--- src/hw/cpc_pkg.sv ---
// constants and carriers for the console panel control block
// assumes a single 25 MHz clock and an AXI4-Lite master with 32-bit data
package cpc_pkg;
	// ==========================================================
	// panel geometry
	localparam int NUM_REGS = 7;
	localparam int WORD_W = 16;
	localparam int NUM_SEQ = 4;
	// register slots: mask, program addr, storage addr, exchange,
	// accumulator, extension, stop-match
	localparam int IDX_MASK = 0;
	localparam int IDX_PADDR = 1;
	localparam int IDX_SADDR = 2;
	localparam int IDX_XCHG = 3;
	localparam int IDX_ACCUM = 4;
	localparam int IDX_EXT = 5;
	localparam int IDX_STOPM = 6;
	localparam logic [6:0] SEL_RST = 7'h08;
	localparam logic [15:0] WORD_RST = 16'h0000;
	// ==========================================================
	// button vector layout
	localparam int BTN_SEL_LSB = 0;
	localparam int BTN_BIT_LSB = 7;
	localparam int BTN_CLR = 23;
	localparam int BTN_BOOT = 24;
	localparam int BTN_GO = 25;
	localparam int BTN_STOP = 26;
	localparam int BTN_MCLR = 27;
	localparam int BTN_W = 28;
	// ==========================================================
	// bus map
	localparam logic [7:0] CTRL_OFS = 8'h00;
	localparam logic [7:0] STAT_OFS = 8'h04;
	localparam logic [7:0] DISP_OFS = 8'h08;
	localparam int CTRL_W = 2;
	localparam int CTRL_STEP_BIT = 0;
	localparam int CTRL_COMP_BIT = 1;
	localparam logic [1:0] CTRL_RST = 2'h0;
	localparam int STAT_RUN_LSB = 0;
	localparam int STAT_SEQ_LSB = 4;
	localparam int STAT_SEL_LSB = 8;
	localparam logic [1:0] RESP_OKAY = 2'h0;
	localparam logic [1:0] RESP_DECERR = 2'h3;
	// ==========================================================
	// types
	typedef enum logic [1:0] {
		REF_FETCH = 2'h0,
		REF_INDIRECT = 2'h1,
		REF_INDEX = 2'h2,
		REF_OPERAND = 2'h3
	} cpc_ref_kind_e;
	typedef enum logic [2:0] {
		ST_HALT = 3'h1,
		ST_RUN = 3'h2,
		ST_STOPPING = 3'h4
	} cpc_run_e;
	typedef struct packed {
		logic valid;
		cpc_ref_kind_e kind;
		logic is_read;
		logic [15:0] data;
	} cpc_ref_s;
endpackage

--- src/hw/cpc_console.sv ---
// console panel: register select/entry, lamps, autoload, run control
// assumes buttons are synchronous levels and ref_in pulses once per
// completed storage reference while mem_run is high
//
// Decided for this implementation: the AXI4-Lite interface to the registers and the register addresses.
`timescale 1ns/1ns
module cpc_console
	import cpc_pkg::*;
(
	input wire logic aclk,
	input wire logic aresetn,
	input wire logic [7:0] s_axi_awaddr,
	input wire logic s_axi_awvalid,
	output logic s_axi_awready,
	input wire logic [31:0] s_axi_wdata,
	input wire logic [3:0] s_axi_wstrb,
	input wire logic s_axi_wvalid,
	output logic s_axi_wready,
	output logic [1:0] s_axi_bresp,
	output logic s_axi_bvalid,
	input wire logic s_axi_bready,
	input wire logic [7:0] s_axi_araddr,
	input wire logic s_axi_arvalid,
	output logic s_axi_arready,
	output logic [31:0] s_axi_rdata,
	output logic [1:0] s_axi_rresp,
	output logic s_axi_rvalid,
	input wire logic s_axi_rready,
	input wire logic [6:0] btn_sel,
	input wire logic [15:0] btn_bit,
	input wire logic btn_clear,
	input wire logic btn_boot,
	input wire logic btn_go,
	input wire logic btn_stop,
	input wire logic btn_mclr,
	input wire cpc_ref_s ref_in,
	input wire logic [6:0] load_en,
	input wire logic [15:0] load_data,
	output logic [6:0] sel_lamp,
	output logic [15:0] bit_lamp,
	output logic [3:0] seq_lamp,
	output logic mem_run,
	output logic autoload_pulse,
	output logic mclr_pulse,
	output logic [111:0] regs_flat
);
	// ==========================================================
	// button synchroniser and edge detect
	logic [BTN_W-1:0] s1_reg, s2_reg, s3_reg, press;
	always_ff @(posedge aclk) begin
		if (!aresetn) begin
			s1_reg <= '0;
			s2_reg <= '0;
			s3_reg <= '0;
		end else begin
			s1_reg <= {btn_mclr, btn_stop, btn_go, btn_boot, btn_clear,
				btn_bit, btn_sel};
			s2_reg <= s1_reg;
			s3_reg <= s2_reg;
		end
	end
	assign press = s2_reg & ~s3_reg;
	logic [6:0] p_sel, sel_pick;
	logic [15:0] p_bit;
	logic p_clr, p_boot, p_go, p_stop, p_mclr;
	assign p_sel = press[BTN_SEL_LSB +: NUM_REGS];
	assign p_bit = press[BTN_BIT_LSB +: WORD_W];
	assign p_clr = press[BTN_CLR];
	assign p_boot = press[BTN_BOOT];
	assign p_go = press[BTN_GO];
	assign p_stop = press[BTN_STOP];
	assign p_mclr = press[BTN_MCLR];
	// simultaneous presses: lowest selector wins so one stays selected
	assign sel_pick = p_sel & (~p_sel + 7'h01);
	// ==========================================================
	// selection
	logic [6:0] sel_reg;
	always_ff @(posedge aclk) begin
		if (!aresetn)
			sel_reg <= SEL_RST;
		else if (p_sel != '0)
			sel_reg <= sel_pick;
	end
	assign sel_lamp = sel_reg;
	// ==========================================================
	// processor registers
	logic [15:0] regs_reg [NUM_REGS];
	logic [15:0] sel_val;
	logic manual_ok, x_load;
	always_comb begin
		sel_val = '0;
		for (int i = 0; i < NUM_REGS; i++)
			sel_val = sel_val | (regs_reg[i] & {WORD_W{sel_reg[i]}});
	end
	// operand store leaves the exchange register alone
	assign x_load = ref_in.valid &&
		(ref_in.kind != REF_OPERAND || ref_in.is_read);
	assign manual_ok = !p_mclr && load_en == '0 && !x_load;
	always_ff @(posedge aclk) begin
		if (!aresetn) begin
			for (int i = 0; i < NUM_REGS; i++)
				regs_reg[i] <= WORD_RST;
		end else if (p_mclr) begin
			for (int i = 0; i < NUM_REGS; i++) begin
				if (i != IDX_STOPM)
					regs_reg[i] <= WORD_RST;
			end
		end else if (load_en != '0) begin
			for (int i = 0; i < NUM_REGS; i++) begin
				if (load_en[i])
					regs_reg[i] <= load_data;
			end
		end else if (x_load) begin
			regs_reg[IDX_XCHG] <= ref_in.data;
		end else begin
			for (int i = 0; i < NUM_REGS; i++) begin
				if (sel_reg[i] && p_clr)
					regs_reg[i] <= p_bit;
				else if (sel_reg[i])
					regs_reg[i] <= regs_reg[i] | p_bit;
			end
		end
	end
	for (genvar g = 0; g < NUM_REGS; g++) begin : g_flat
		assign regs_flat[g*WORD_W +: WORD_W] = regs_reg[g];
	end
	logic [15:0] disp_reg;
	always_ff @(posedge aclk) begin
		if (!aresetn)
			disp_reg <= WORD_RST;
		else
			disp_reg <= sel_val;
	end
	assign bit_lamp = disp_reg;
	// ==========================================================
	// storage-reference lamps
	logic [3:0] seq_reg;
	always_ff @(posedge aclk) begin
		if (!aresetn || p_mclr)
			seq_reg <= '0;
		else if (ref_in.valid)
			seq_reg <= 4'h1 << ref_in.kind;
	end
	assign seq_lamp = seq_reg;
	// ==========================================================
	// run control
	logic [CTRL_W-1:0] ctrl_reg;
	cpc_run_e st_reg;
	logic step_reg, step_mode;
	assign step_mode = ctrl_reg[CTRL_STEP_BIT] && ctrl_reg[CTRL_COMP_BIT];
	always_ff @(posedge aclk) begin
		if (!aresetn || p_mclr) begin
			st_reg <= ST_HALT;
			step_reg <= 1'b0;
		end else begin
			case (st_reg)
				ST_HALT: begin
					if (p_go) begin
						st_reg <= ST_RUN;
						step_reg <= step_mode;
					end
				end
				ST_RUN: begin
					// a second run press is simply not looked at
					if (p_stop)
						st_reg <= ST_STOPPING;
					else if (ref_in.valid && step_reg)
						st_reg <= ST_HALT;
				end
				ST_STOPPING: begin
					if (ref_in.valid)
						st_reg <= ST_HALT;
				end
				default: st_reg <= ST_HALT;
			endcase
		end
	end
	assign mem_run = st_reg != ST_HALT;
	logic boot_reg, mclr_reg;
	always_ff @(posedge aclk) begin
		if (!aresetn) begin
			boot_reg <= 1'b0;
			mclr_reg <= 1'b0;
		end else begin
			boot_reg <= p_boot;
			mclr_reg <= p_mclr;
		end
	end
	assign autoload_pulse = boot_reg;
	assign mclr_pulse = mclr_reg;
	// ==========================================================
	// AXI4-Lite slave
	logic aw_hold_reg, w_hold_reg, bvalid_reg, rvalid_reg;
	logic [7:0] awaddr_reg;
	logic [31:0] wdata_reg, rdata_reg;
	logic [3:0] wstrb_reg;
	logic [1:0] bresp_reg, rresp_reg;
	assign s_axi_awready = !aw_hold_reg && !bvalid_reg;
	assign s_axi_wready = !w_hold_reg && !bvalid_reg;
	assign s_axi_arready = !rvalid_reg;
	always_ff @(posedge aclk) begin
		if (!aresetn) begin
			aw_hold_reg <= 1'b0;
			w_hold_reg <= 1'b0;
			awaddr_reg <= '0;
			wdata_reg <= '0;
			wstrb_reg <= '0;
		end else begin
			if (s_axi_awvalid && s_axi_awready) begin
				aw_hold_reg <= 1'b1;
				awaddr_reg <= s_axi_awaddr;
			end else if (aw_hold_reg && w_hold_reg) begin
				aw_hold_reg <= 1'b0;
			end
			if (s_axi_wvalid && s_axi_wready) begin
				w_hold_reg <= 1'b1;
				wdata_reg <= s_axi_wdata;
				wstrb_reg <= s_axi_wstrb;
			end else if (aw_hold_reg && w_hold_reg) begin
				w_hold_reg <= 1'b0;
			end
		end
	end
	always_ff @(posedge aclk) begin
		if (!aresetn) begin
			bvalid_reg <= 1'b0;
			bresp_reg <= RESP_OKAY;
			ctrl_reg <= CTRL_RST;
		end else if (aw_hold_reg && w_hold_reg) begin
			bvalid_reg <= 1'b1;
			bresp_reg <= RESP_OKAY;
			if (awaddr_reg == CTRL_OFS && wstrb_reg[0])
				ctrl_reg <= wdata_reg[CTRL_W-1:0];
			else if (awaddr_reg != STAT_OFS && awaddr_reg != DISP_OFS &&
				awaddr_reg != CTRL_OFS)
				bresp_reg <= RESP_DECERR;
		end else if (s_axi_bready) begin
			bvalid_reg <= 1'b0;
		end
	end
	always_ff @(posedge aclk) begin
		if (!aresetn) begin
			rvalid_reg <= 1'b0;
			rdata_reg <= '0;
			rresp_reg <= RESP_OKAY;
		end else if (s_axi_arvalid && s_axi_arready) begin
			rvalid_reg <= 1'b1;
			rresp_reg <= RESP_OKAY;
			rdata_reg <= '0;
			case (s_axi_araddr)
				CTRL_OFS: rdata_reg[CTRL_W-1:0] <= ctrl_reg;
				STAT_OFS: begin
					rdata_reg[STAT_RUN_LSB +: 3] <= st_reg;
					rdata_reg[STAT_SEQ_LSB +: NUM_SEQ] <= seq_reg;
					rdata_reg[STAT_SEL_LSB +: NUM_REGS] <= sel_reg;
				end
				DISP_OFS: rdata_reg[WORD_W-1:0] <= disp_reg;
				default: rresp_reg <= RESP_DECERR;
			endcase
		end else if (s_axi_rready) begin
			rvalid_reg <= 1'b0;
		end
	end
	assign s_axi_bvalid = bvalid_reg;
	assign s_axi_bresp = bresp_reg;
	assign s_axi_rvalid = rvalid_reg;
	assign s_axi_rdata = rdata_reg;
	assign s_axi_rresp = rresp_reg;
endmodule

--- config.mk ---
export PLATFORM = sky130hd
export DESIGN_NAME = cpc_console
export DESIGN_NICKNAME = d
export VERILOG_FILES = /design/src/hw/cpc_pkg.sv /design/src/hw/cpc_console.sv
export SDC_FILE = /design/constraint.sdc
export NUM_CORES = 1
export LEC_CHECK = 0
export ABC_AREA = 1
export ABC_CLOCK_PERIOD_IN_PS = 2000
export BUFFER_PORTS_ARGS = -buffer_cell sky130_fd_sc_hd__buf_4
export CORE_MARGIN = 1.5
export CORE_UTILIZATION = 48
export DETAILED_ROUTE_END_ITERATION = 7
export GPL_TIMING_DRIVEN = 0
export PLACE_DENSITY_LB_ADDON = 0.2
export SLEW_MARGIN = 5
export SYNTH_ARGS = -nofsm -noshare
export SYNTH_HDL_FRONTEND = slang
export SYNTH_SLANG_ARGS = --single-unit
export TNS_END_PERCENT = 30
--- constraint.sdc ---
create_clock -name aclk -period 2 [get_ports aclk]
set_input_delay 0.4 -clock aclk [delete_from_list [all_inputs] [get_ports aclk]]
set_output_delay 0.4 -clock aclk [all_outputs]
set_load 0.005 [all_outputs]
Yosys cells after proc, flatten, opt, wreduce, memory -nomap -nowiden
Memory sizes are Yosys's and may differ from the RTL's.
Index checks and enable logic that the tools add are counted.
{ "word_totals": {"register_bits": 154, "ram_bits": 112, "input_bits": 130, "out_inout_bits": 183, "mem_count": 1} }
{ "op_classes": {"addsub": 1, "eq_ne": 12, "shifts": 1, "muxes": 183, "bitwise_logic": 52, "reduce_logical": 39} }
{ "mem_list": {"columns": ["name", "depth", "width", "rd", "rd_ports_with_merged_regs", "wr", "line", "rtl"], "rows": [
  ["regs_reg", 7, 16, 7, 0, 7, "cpc_console.sv:87", "logic [15:0] regs_reg [NUM_REGS];"]
]} }
{ "ops": {"columns": ["op", "n"], "rows": [
  ["$mux W16", 28],
  ["$or A16 B16 Y16", 13],
  ["$mux W1", 144],
  ["$and A16 B16 Y16", 7],
  ["$and A28 B28 Y28", 1],
  ["$not A28 Y28", 1],
  ["$or A1 B1 Y1", 28],
  ["$pmux W11 S2", 1],
  ["$logic_and A1 B1 Y1", 19],
  ["$logic_not A8 Y1", 2],
  ["$reduce_bool A7 Y1", 2],
  ["$mux W3", 4],
  ["$pmux W3 S3", 1],
  ["$eq A8 B3 Y1 const B", 1],
  ["$eq A8 B4 Y1 const B", 1],
  ["$ne A8 B3 Y1 const B", 1],
  ["$ne A8 B4 Y1 const B", 1],
  ["$reduce_bool A2 Y1", 4],
  ["$reduce_bool A8 Y1", 1],
  ["$add A7 B1 Y7 const B", 1],
  ["$and A7 B7 Y7", 1],
  ["$not A7 Y7", 1],
  ["$mux W2", 3],
  ["$ne A2 B2 Y1 const B", 3],
  ["13 further kinds", 19]
]} }

Longest topological paths before layout
Gate-level depths: netlist of run 1.
{ "depth": {"depth_word": 11, "ltp_mapped": 13, "ltp_nobuf": 11} }

Least setup slack after synthesis of run 1
OpenSTA, ideal clock, no wires.
{ "synth_timing": {"path_kind": "input to register", "start": "input load_en[5]", "end": "memory regs_reg[3][0] (enable)", "arrival_ns": 1.814, "path_slack_ns": -0.210, "stages": 5, "n_path_buf": 0, "path_cell_list": "nor2_1 nand2_1 nor2_8 nand2_2 o2111ai_1"} }
{ "synth_lines": {"columns": ["item", "line", "rtl"], "rows": [
  ["start: declaration", "cpc_console.sv:37", "input wire logic [6:0] load_en,"],
  ["end: declaration", "cpc_console.sv:87", null]
]} }

==> results of run 1 <==
through the flow:
| step | instance area, sq um | total power, mW |
|---|---|---|
| after floorplan | 12000 | 7.09 |
| after global placement | 14400 | 8.09 |
| after detailed placement | 14400 | 8.12 |
| after CTS | 15500 | 13.2 |
| after global routing | 15600 | 13.7 |
| final | 15600 | 13.3 |
critical path, cell delays in order, from the launching register on:
cell and delay [ns]:
dfxtp_1 0.34, inv_1 0.38, nor2_1 0.13, nand3_1 0.15, clkbuf_2 0.28, nand3_4 0.32
power by group through the flow:
stage	Combinational [mW]	Clock (mW)	Sequential [mW]
floorplan	0.759	0	6.33
global placement	1.66	0	6.43
detailed placement	1.69	0	6.43
CTS	1.72	5.18	6.32
global route	1.93	5.41	6.35
finish	1.80	5.16	6.33
worst paths after layout:
path                                   from  slack [ns]  cells past startpoint              end
worst max-delay path            sel_lamp[1]        0.02                      5  regs_reg[1][10]
worst min-delay path                 btn_go        0.03                      3       s1_reg[25]
worst max register to register  sel_lamp[1]        0.02                      5  regs_reg[1][10]
worst min register to register   s3_reg[24]        0.39                      1   autoload_pulse
cell families after synthesis:
family                 Yosys count
buffers and inverters          316
DFF                            264
and+or+nand+nor                517
other                            1
AOI/OAI and AO/OA              336
cell type report:
class | instances | area (sq um) | share of cell area, %
well taps | 324 | 405 | 2.59
clock buffers | 44 | 886 | 5.66
inverters | 233 | 885 | 5.65
clock inverters | 8 | 38.8 | 0.248
repair buffers | 280 | 2130 | 13.6
flip-flops and latches | 264 | 6410 | 41.0
multi-input cells | 869 | 4410 | 28.2
plain buffers | 81 | 478 | 3.05
cells in the mapped netlist, types with 2 or more instances:
master,n,area [sq um]
nand2_1,280,1050
inv_1,220,826
dfxtp_1,152,3040
a21oi_1,126,631
nor2_1,122,458
edfxtp_1,112,3360
o21ai_0,87,435
nand3_1,56,280
clkbuf_1,42,158
o22ai_1,38,238
o211ai_1,28,210
nor3_1,23,115
buf_4,19,143
a221oi_1,16,140
o221ai_1,15,131
buf_2,11,55.1
inv_2,10,37.5
nand4_1,9,56.3
buf_1,6,22.5
nand2_2,6,37.5
nor2_2,6,37.5
a22o_1,5,43.8
a22oi_1,5,37.5
a31oi_1,5,31.3
buf_6,4,45.0
clkinv_1,3,11.3
nand3_2,3,30.0
nand3_4,3,52.6
nor2_4,3,33.8
a211oi_1,2,15.0
a41oi_1,2,17.5
o21ai_1,2,10.0
or2_2,2,12.5
layer usage:
metal | GRT usage, % | part of all wire [%] | vias up
li1 | - | - | 5391
met1 | 46.2 | 41 | 5341
met2 | 53.4 | 45 | 742
met3 | 6.77 | 11 | 97
met4 | 9.56 | 2.9 | 0
met5 | 0 | 0 | -
timing repair:
item	4_1_cts	5_1_grt
resized for setup	31	34
pin swaps	0	5
hold buffers	0	0
setup buffers	3	13
setup endpoints to repair	200	171
placed cells by master, fill, tap and decap left out, types with 23 or more instances in the layout:
master     instances
a21oi_1          126
buf_4            295
clkbuf_1          36
clkbuf_16         32
dfxtp_1          150
edfxtp_1         112
inv_1            220
nand2_1          278
nand3_1           54
nor2_1           116
nor3_1            23
o211ai_1          28
o21ai_0           87
o22ai_1           38
==> metrics.csv, run 1 <==
stage,metric,value,unit
outcome,status,completed,
job,maxCapViolations,0,
power_and_ir_drop,power.switching,3.47,mW
floorplanning,core_area,0.0243,sq mm
yosys,syn_inst,1434,
yosys,async_flop_share,0,%
floorplanning,die_w,161,microns
route,drc,0,
critical_path,worst-endpoint-arrival,2.16,ns
placed_design,hpwl,34.0,mm
grt,overflow,0,
route,dr.pass1.iters,7,
floorplanning,die_area,0.0258,sq mm
grt,grt.total_usage,33.5,%
power_and_ir_drop,pwr-share-comb,13.5,%
route,routed_wl,44.4,mm
route,avgRoutedWirePerCell,21.1,microns
yosys,yosysSeqAreaShare,53.8,%
timing,skew,0.0181,ns
grt,grt_pass1_vias,10600,
yosys,synth-compound-area-share,16.7,%
critical_path,start_kind,flip-flop,
grt,grt_max_degree,17,
timing,relSlewSlack,36.1,%
route,drtIter0Drc,1372,
critical_path,required,2.18,ns
clock_tree,tritoncts,yes,
layout,final_nets,1887,
timing,drv_slew,0,
placed_design,place_ws,-0.908,ns
power_and_ir_drop,power.leakage,7.45,nW
placed_design,gp_congestion,0.970,
power_and_ir_drop,ir_worst_vdd,715,uV
yosys,synth_flop_cell,dfxtp_1,
floorplanning,die_y,161,microns
power_and_ir_drop,p_clk_share,38.8,%
route,vias_per_cell,5.50,
power_and_ir_drop,pwr-share-seq,47.6,%
hold_path,hold_path.class,in -> reg,
power_and_ir_drop,p_per_area,849,mW/mm^2
placed_design,dpl.cell_count,2037,
timing,grt_setup_unrepaired,yes,
layout,num_antenna_cells,0,
floorplanning,fp-row-count,57,
power_and_ir_drop,intPower,9.82,mW
layout,fillers,2099,
power_and_ir_drop,p_sw_share,26.1,%
clock_tree,clock_latency,0.55,ns
critical_path,end_kind,flip-flop,
route,ant_nets,0,
yosys,synth_cell_types,44,
timing,worst_pin_slew,0.955,ns
timing,fin_ws,0.0156,ns
yosys,synth_fa_ha_area_share,0,%
timing,layout_min_cycle_time,1.98,ns
layout,fin_cells,2103,
clock_tree,numCtsBuffers,28,
yosys,synth.mux.area_fraction,0,%
yosys,synth-edff-count,112,
layout,syn_to_final_growth,31.3,%
timing,fin_crit_sh,99.2,%
layout,post-route-util,64.3,%
clock_tree,root_buffer,clkbuf_16,
placed_design,port-buffer-count,262,
grt,grt_pass1_wl,65.3,mm
yosys,synth_xor_area_share,0,%
yosys,syn_area,0.0119,sq mm
timing,hold_ws,0.0336,ns
floorplanning,start_util,49.0,%
critical_path,worstPathMaxFanout,16,
timing,finalSetupViolCount,0,
floorplanning,ios,313,
yosys,syn_area_per_cell,8.31,sq um
timing,setup_tns,0,ns
critical_path,critical_path_class,reg -> reg,
yosys,synth_top_family_by_area,simple AND/OR/NAND/NOR gates,
timing,max_freq,504,MHz
grt,antenna_found_initial,0,
clock_tree,cts_htree_levels,1,
yosys,ys_ff_latch,264,
route,num_vias,11600,
layout,largest_reg_flops,112,
clock_tree,clock-sinks,264,
layout,drive_gt1_share,24.0,%
yosys,synth-simple-area-share,18.6,%
clock_tree,cts_max_path_buffers,3,
clock_tree,clk_pin_slew,0.06,ns
timing,finalHoldViolCount,0,
yosys,yosysWarningCount,0,
(Power assumes the default switching activity.)
==> run 2, diff against run 1 <==
--- a/config.mk
+++ b/config.mk
@@ -7,11 +7,10 @@
 export LEC_CHECK = 0
 export ABC_AREA = 1
 export ABC_CLOCK_PERIOD_IN_PS = 2000
-export BUFFER_PORTS_ARGS = -buffer_cell sky130_fd_sc_hd__buf_4
+export BUFFER_PORTS_ARGS = -buffer_cell sky130_fd_sc_hd__buf_2
 export CORE_MARGIN = 1.5
 export CORE_UTILIZATION = 48
 export DETAILED_ROUTE_END_ITERATION = 7
-export GPL_TIMING_DRIVEN = 0
 export PLACE_DENSITY_LB_ADDON = 0.2
 export SLEW_MARGIN = 5
 export SYNTH_ARGS = -nofsm -noshare
==> run 2 against run 1 <==
  * Die area did not move
  * Via count down 0.91%
  * Critical path depth increased by 5
  * Worst hold slack lost 0.010 ns
  * First-iteration DRC count fell by 0.73%
  * Core utilization down 2.5 points
  * Wire length shrank 7.9%
  * Clock power decreased by 1%
  * Sequential cell count stayed put
  * Setup slack improved by 0.11 ns
  * Final cell count about the same
  * Global-route usage shrank 2.3 points
  * Critical endpoint is now regs_reg[4][10]
==> metrics.csv, run 2 (same netlist as run 1, synthesis figures left out) <==
stage,metric,value,unit,change
outcome,status,completed,,unchanged
timing,grt_setup_unrepaired,no,,was yes
power_and_ir_drop,power,13.0,mW,was 13.3 mW
critical_path,critical_path.cell_chain,inv_2 -> nand2_2 -> nand2_2 -> inv_2 -> nand2_2 -> o21ai_1 -> nor2_1 -> nand3_4 -> nand2_1 -> a21oi_1,,was inv_1 -> nor2_1 -> nand3_1 -> clkbuf_2 -> nand3_4
layout,drive_gt1_share,24.8,%,was 24.0%
timing,setup_tns,0,ns,unchanged
floorplanning,die_area,0.0258,sq mm,unchanged
grt,grt_max_degree,74,,was 17
critical_path,worst-endpoint-arrival,2.17,ns,was 2.16 ns
route,drc,0,,unchanged
layout,num_antenna_cells,0,,unchanged
power_and_ir_drop,power.leakage,7.39,nW,was 7.45 nW
layout,syn_to_final_growth,26.2,%,was 31.3%
timing,fin_crit_sh,93.6,%,was 99.2%
timing,layout_min_cycle_time,1.87,ns,was 1.98 ns
layout,final_cell_mix,"279 x nand2_1, 262 x buf_2, 220 x inv_1, 152 x dfxtp_1, 126 x a21oi_1",,"was 295 x buf_4, 278 x nand2_1, 220 x inv_1, 150 x dfxtp_1, 126 x a21oi_1"
timing,fin_ws,0.129,ns,was 0.0156 ns
floorplanning,fp-row-count,57,,unchanged
critical_path,cpLargestDelayFamily,simple AND/OR/NAND/NOR gates,,was buffers and inverters
clock_tree,tritoncts,yes,,unchanged
placed_design,place_area,0.0141,sq mm,was 0.0144 sq mm
grt,overflow,0,,unchanged
grt,antenna_found_initial,0,,unchanged
placed_design,place_ws,-0.0477,ns,was -0.908 ns
floorplanning,core_area,0.0243,sq mm,unchanged
critical_path,crit_buf_inv,2,,unchanged
clock_tree,cts_max_path_buffers,3,,unchanged
critical_path,cp_slowest_cell,dfxtp_1,,was inv_1
placed_design,gp_congestion,0.967,,was 0.970
route,num_vias,11500,,was 11600
timing,finalHoldViolCount,0,,unchanged
layout,stdcell_area,0.0150,sq mm,was 0.0156 sq mm
grt,grt_pass1_vias,10600,,about the same
critical_path,required,2.30,ns,was 2.18 ns
critical_path,path_common_cell,nand2_2,,
floorplanning,die_y,161,microns,unchanged
clock_tree,clock_latency,0.55,ns,about the same
floorplanning,ios,313,,unchanged
route,avgRoutedWirePerCell,19.5,microns,was 21.1 microns
critical_path,start_kind,flip-flop,,unchanged
power_and_ir_drop,p_per_area,864,mW/mm^2,was 849 mW/mm^2
grt,grt.total_usage,31.2,%,was 33.5%
hold_path,hold_path.class,in -> reg,,unchanged
route,dr.pass1.iters,6,,was 7
critical_path,cpPeakStageDelay,0.33,ns,was 0.38 ns
layout,multi_input_area,0.00427,sq mm,was 0.00441 sq mm
layout,final_common_cell,nand2_1,,was buf_4
layout,largest_reg_flops,112,,unchanged
critical_path,end_kind,flip-flop,,unchanged
placed_design,hpwl,30.4,mm,was 34.0 mm
layout,final_nets,1884,,was 1887
clock_tree,clock-sinks,264,,unchanged
route,vias_per_cell,5.46,,was 5.50
clock_tree,root_buffer,clkbuf_16,,unchanged
route,ant_nets,0,,unchanged
timing,finalSetupViolCount,0,,unchanged
power_and_ir_drop,ir_worst_vdd,829,uV,was 715 uV
timing,max_freq,534,MHz,was 504 MHz
route,routed_wl,40.9,mm,was 44.4 mm
timing,relSlewSlack,54.5,%,was 36.1%
layout,fillers,2199,,was 2099
layout,post-route-util,61.8,%,was 64.3%
clock_tree,ctsHoldBuffers,0,,unchanged
timing,skew,0.0149,ns,was 0.0181 ns
critical_path,critical_path_class,reg -> reg,,unchanged
floorplanning,start_util,49.0,%,unchanged
job,maxCapViolations,0,,unchanged
timing,drv_slew,0,,unchanged
route,drtIter0Drc,1362,,was 1372
layout,seqCellArea,0.00641,sq mm,about the same
floorplanning,die_w,161,microns,unchanged
clock_tree,cts_resized,0,,was 31
critical_path,worstPathMaxFanout,16,,unchanged
clock_tree,numCtsBuffers,29,,was 28
placed_design,port-buffer-count,263,,was 262
grt,grt_pass1_wl,61.6,mm,was 65.3 mm
clock_tree,cts_htree_levels,1,,unchanged
clock_tree,post_cts_buffers,0,,was 3
timing,worst_pin_slew,0.682,ns,was 0.955 ns
clock_tree,clk_pin_slew,0.07,ns,was 0.06 ns
==> run 2: through the flow <==
step	std cells	hold slack, ns
5_1_grt	2101	0.0289
3_3_place_gp	2047	0.373
4_1_cts	2101	0.0108
3_5_place_dp	2047	0.381
6_report	2101	0.0235
2_1_floorplan	1449	0.368
==> run 2: path summary, 6_finish.rpt <==
| kind | slack, ns | start | end | cells after the start |
|---|---|---|---|---|
| worst max-delay path | 0.13 | s3_reg[27] | regs_reg[4][10] | 10 |
| worst min-delay path | 0.02 | btn_sel[1] | s1_reg[1] | 3 |
| worst max register to register | 0.13 | s3_reg[27] | regs_reg[4][10] | 10 |
| worst min register to register | 0.39 | s3_reg[24] | autoload_pulse | 1 |
==> run 2: cell type report <==
cell class | instances | share of cell area (%)
tap | 324 | 2.70
timing repair buffer | 357 | 14.4
multi-input combinational | 869 | 28.4
clock buffer | 46 | 5.73
inverter | 233 | 5.83
sequential | 264 | 42.6
clock inverter | 8 | 0.341
==> run 2: worst min-delay path: cells and delay by family <==
family | cells | cell delay, ns
buffers and inverters | 2 | 0.11
AND/OR/NAND/NOR | 1 | 0.04
==> run 2: routing by layer <==
metal / track usage (%) / routed length, microns
met5: 1.52 / 49
met4: 11.7 / 1620
met3: 7.95 / 5310
met2: 47.7 / 17600
met1: 42.6 / 16300
==> run 2: report_power, final <==
group	total [mW]	switching, mW	internal (mW)
Clock	5.11	2.15	2.95
Sequential	6.30	0.288	6.01
Combinational	1.59	0.969	0.618
Total	13.0	3.41	9.58
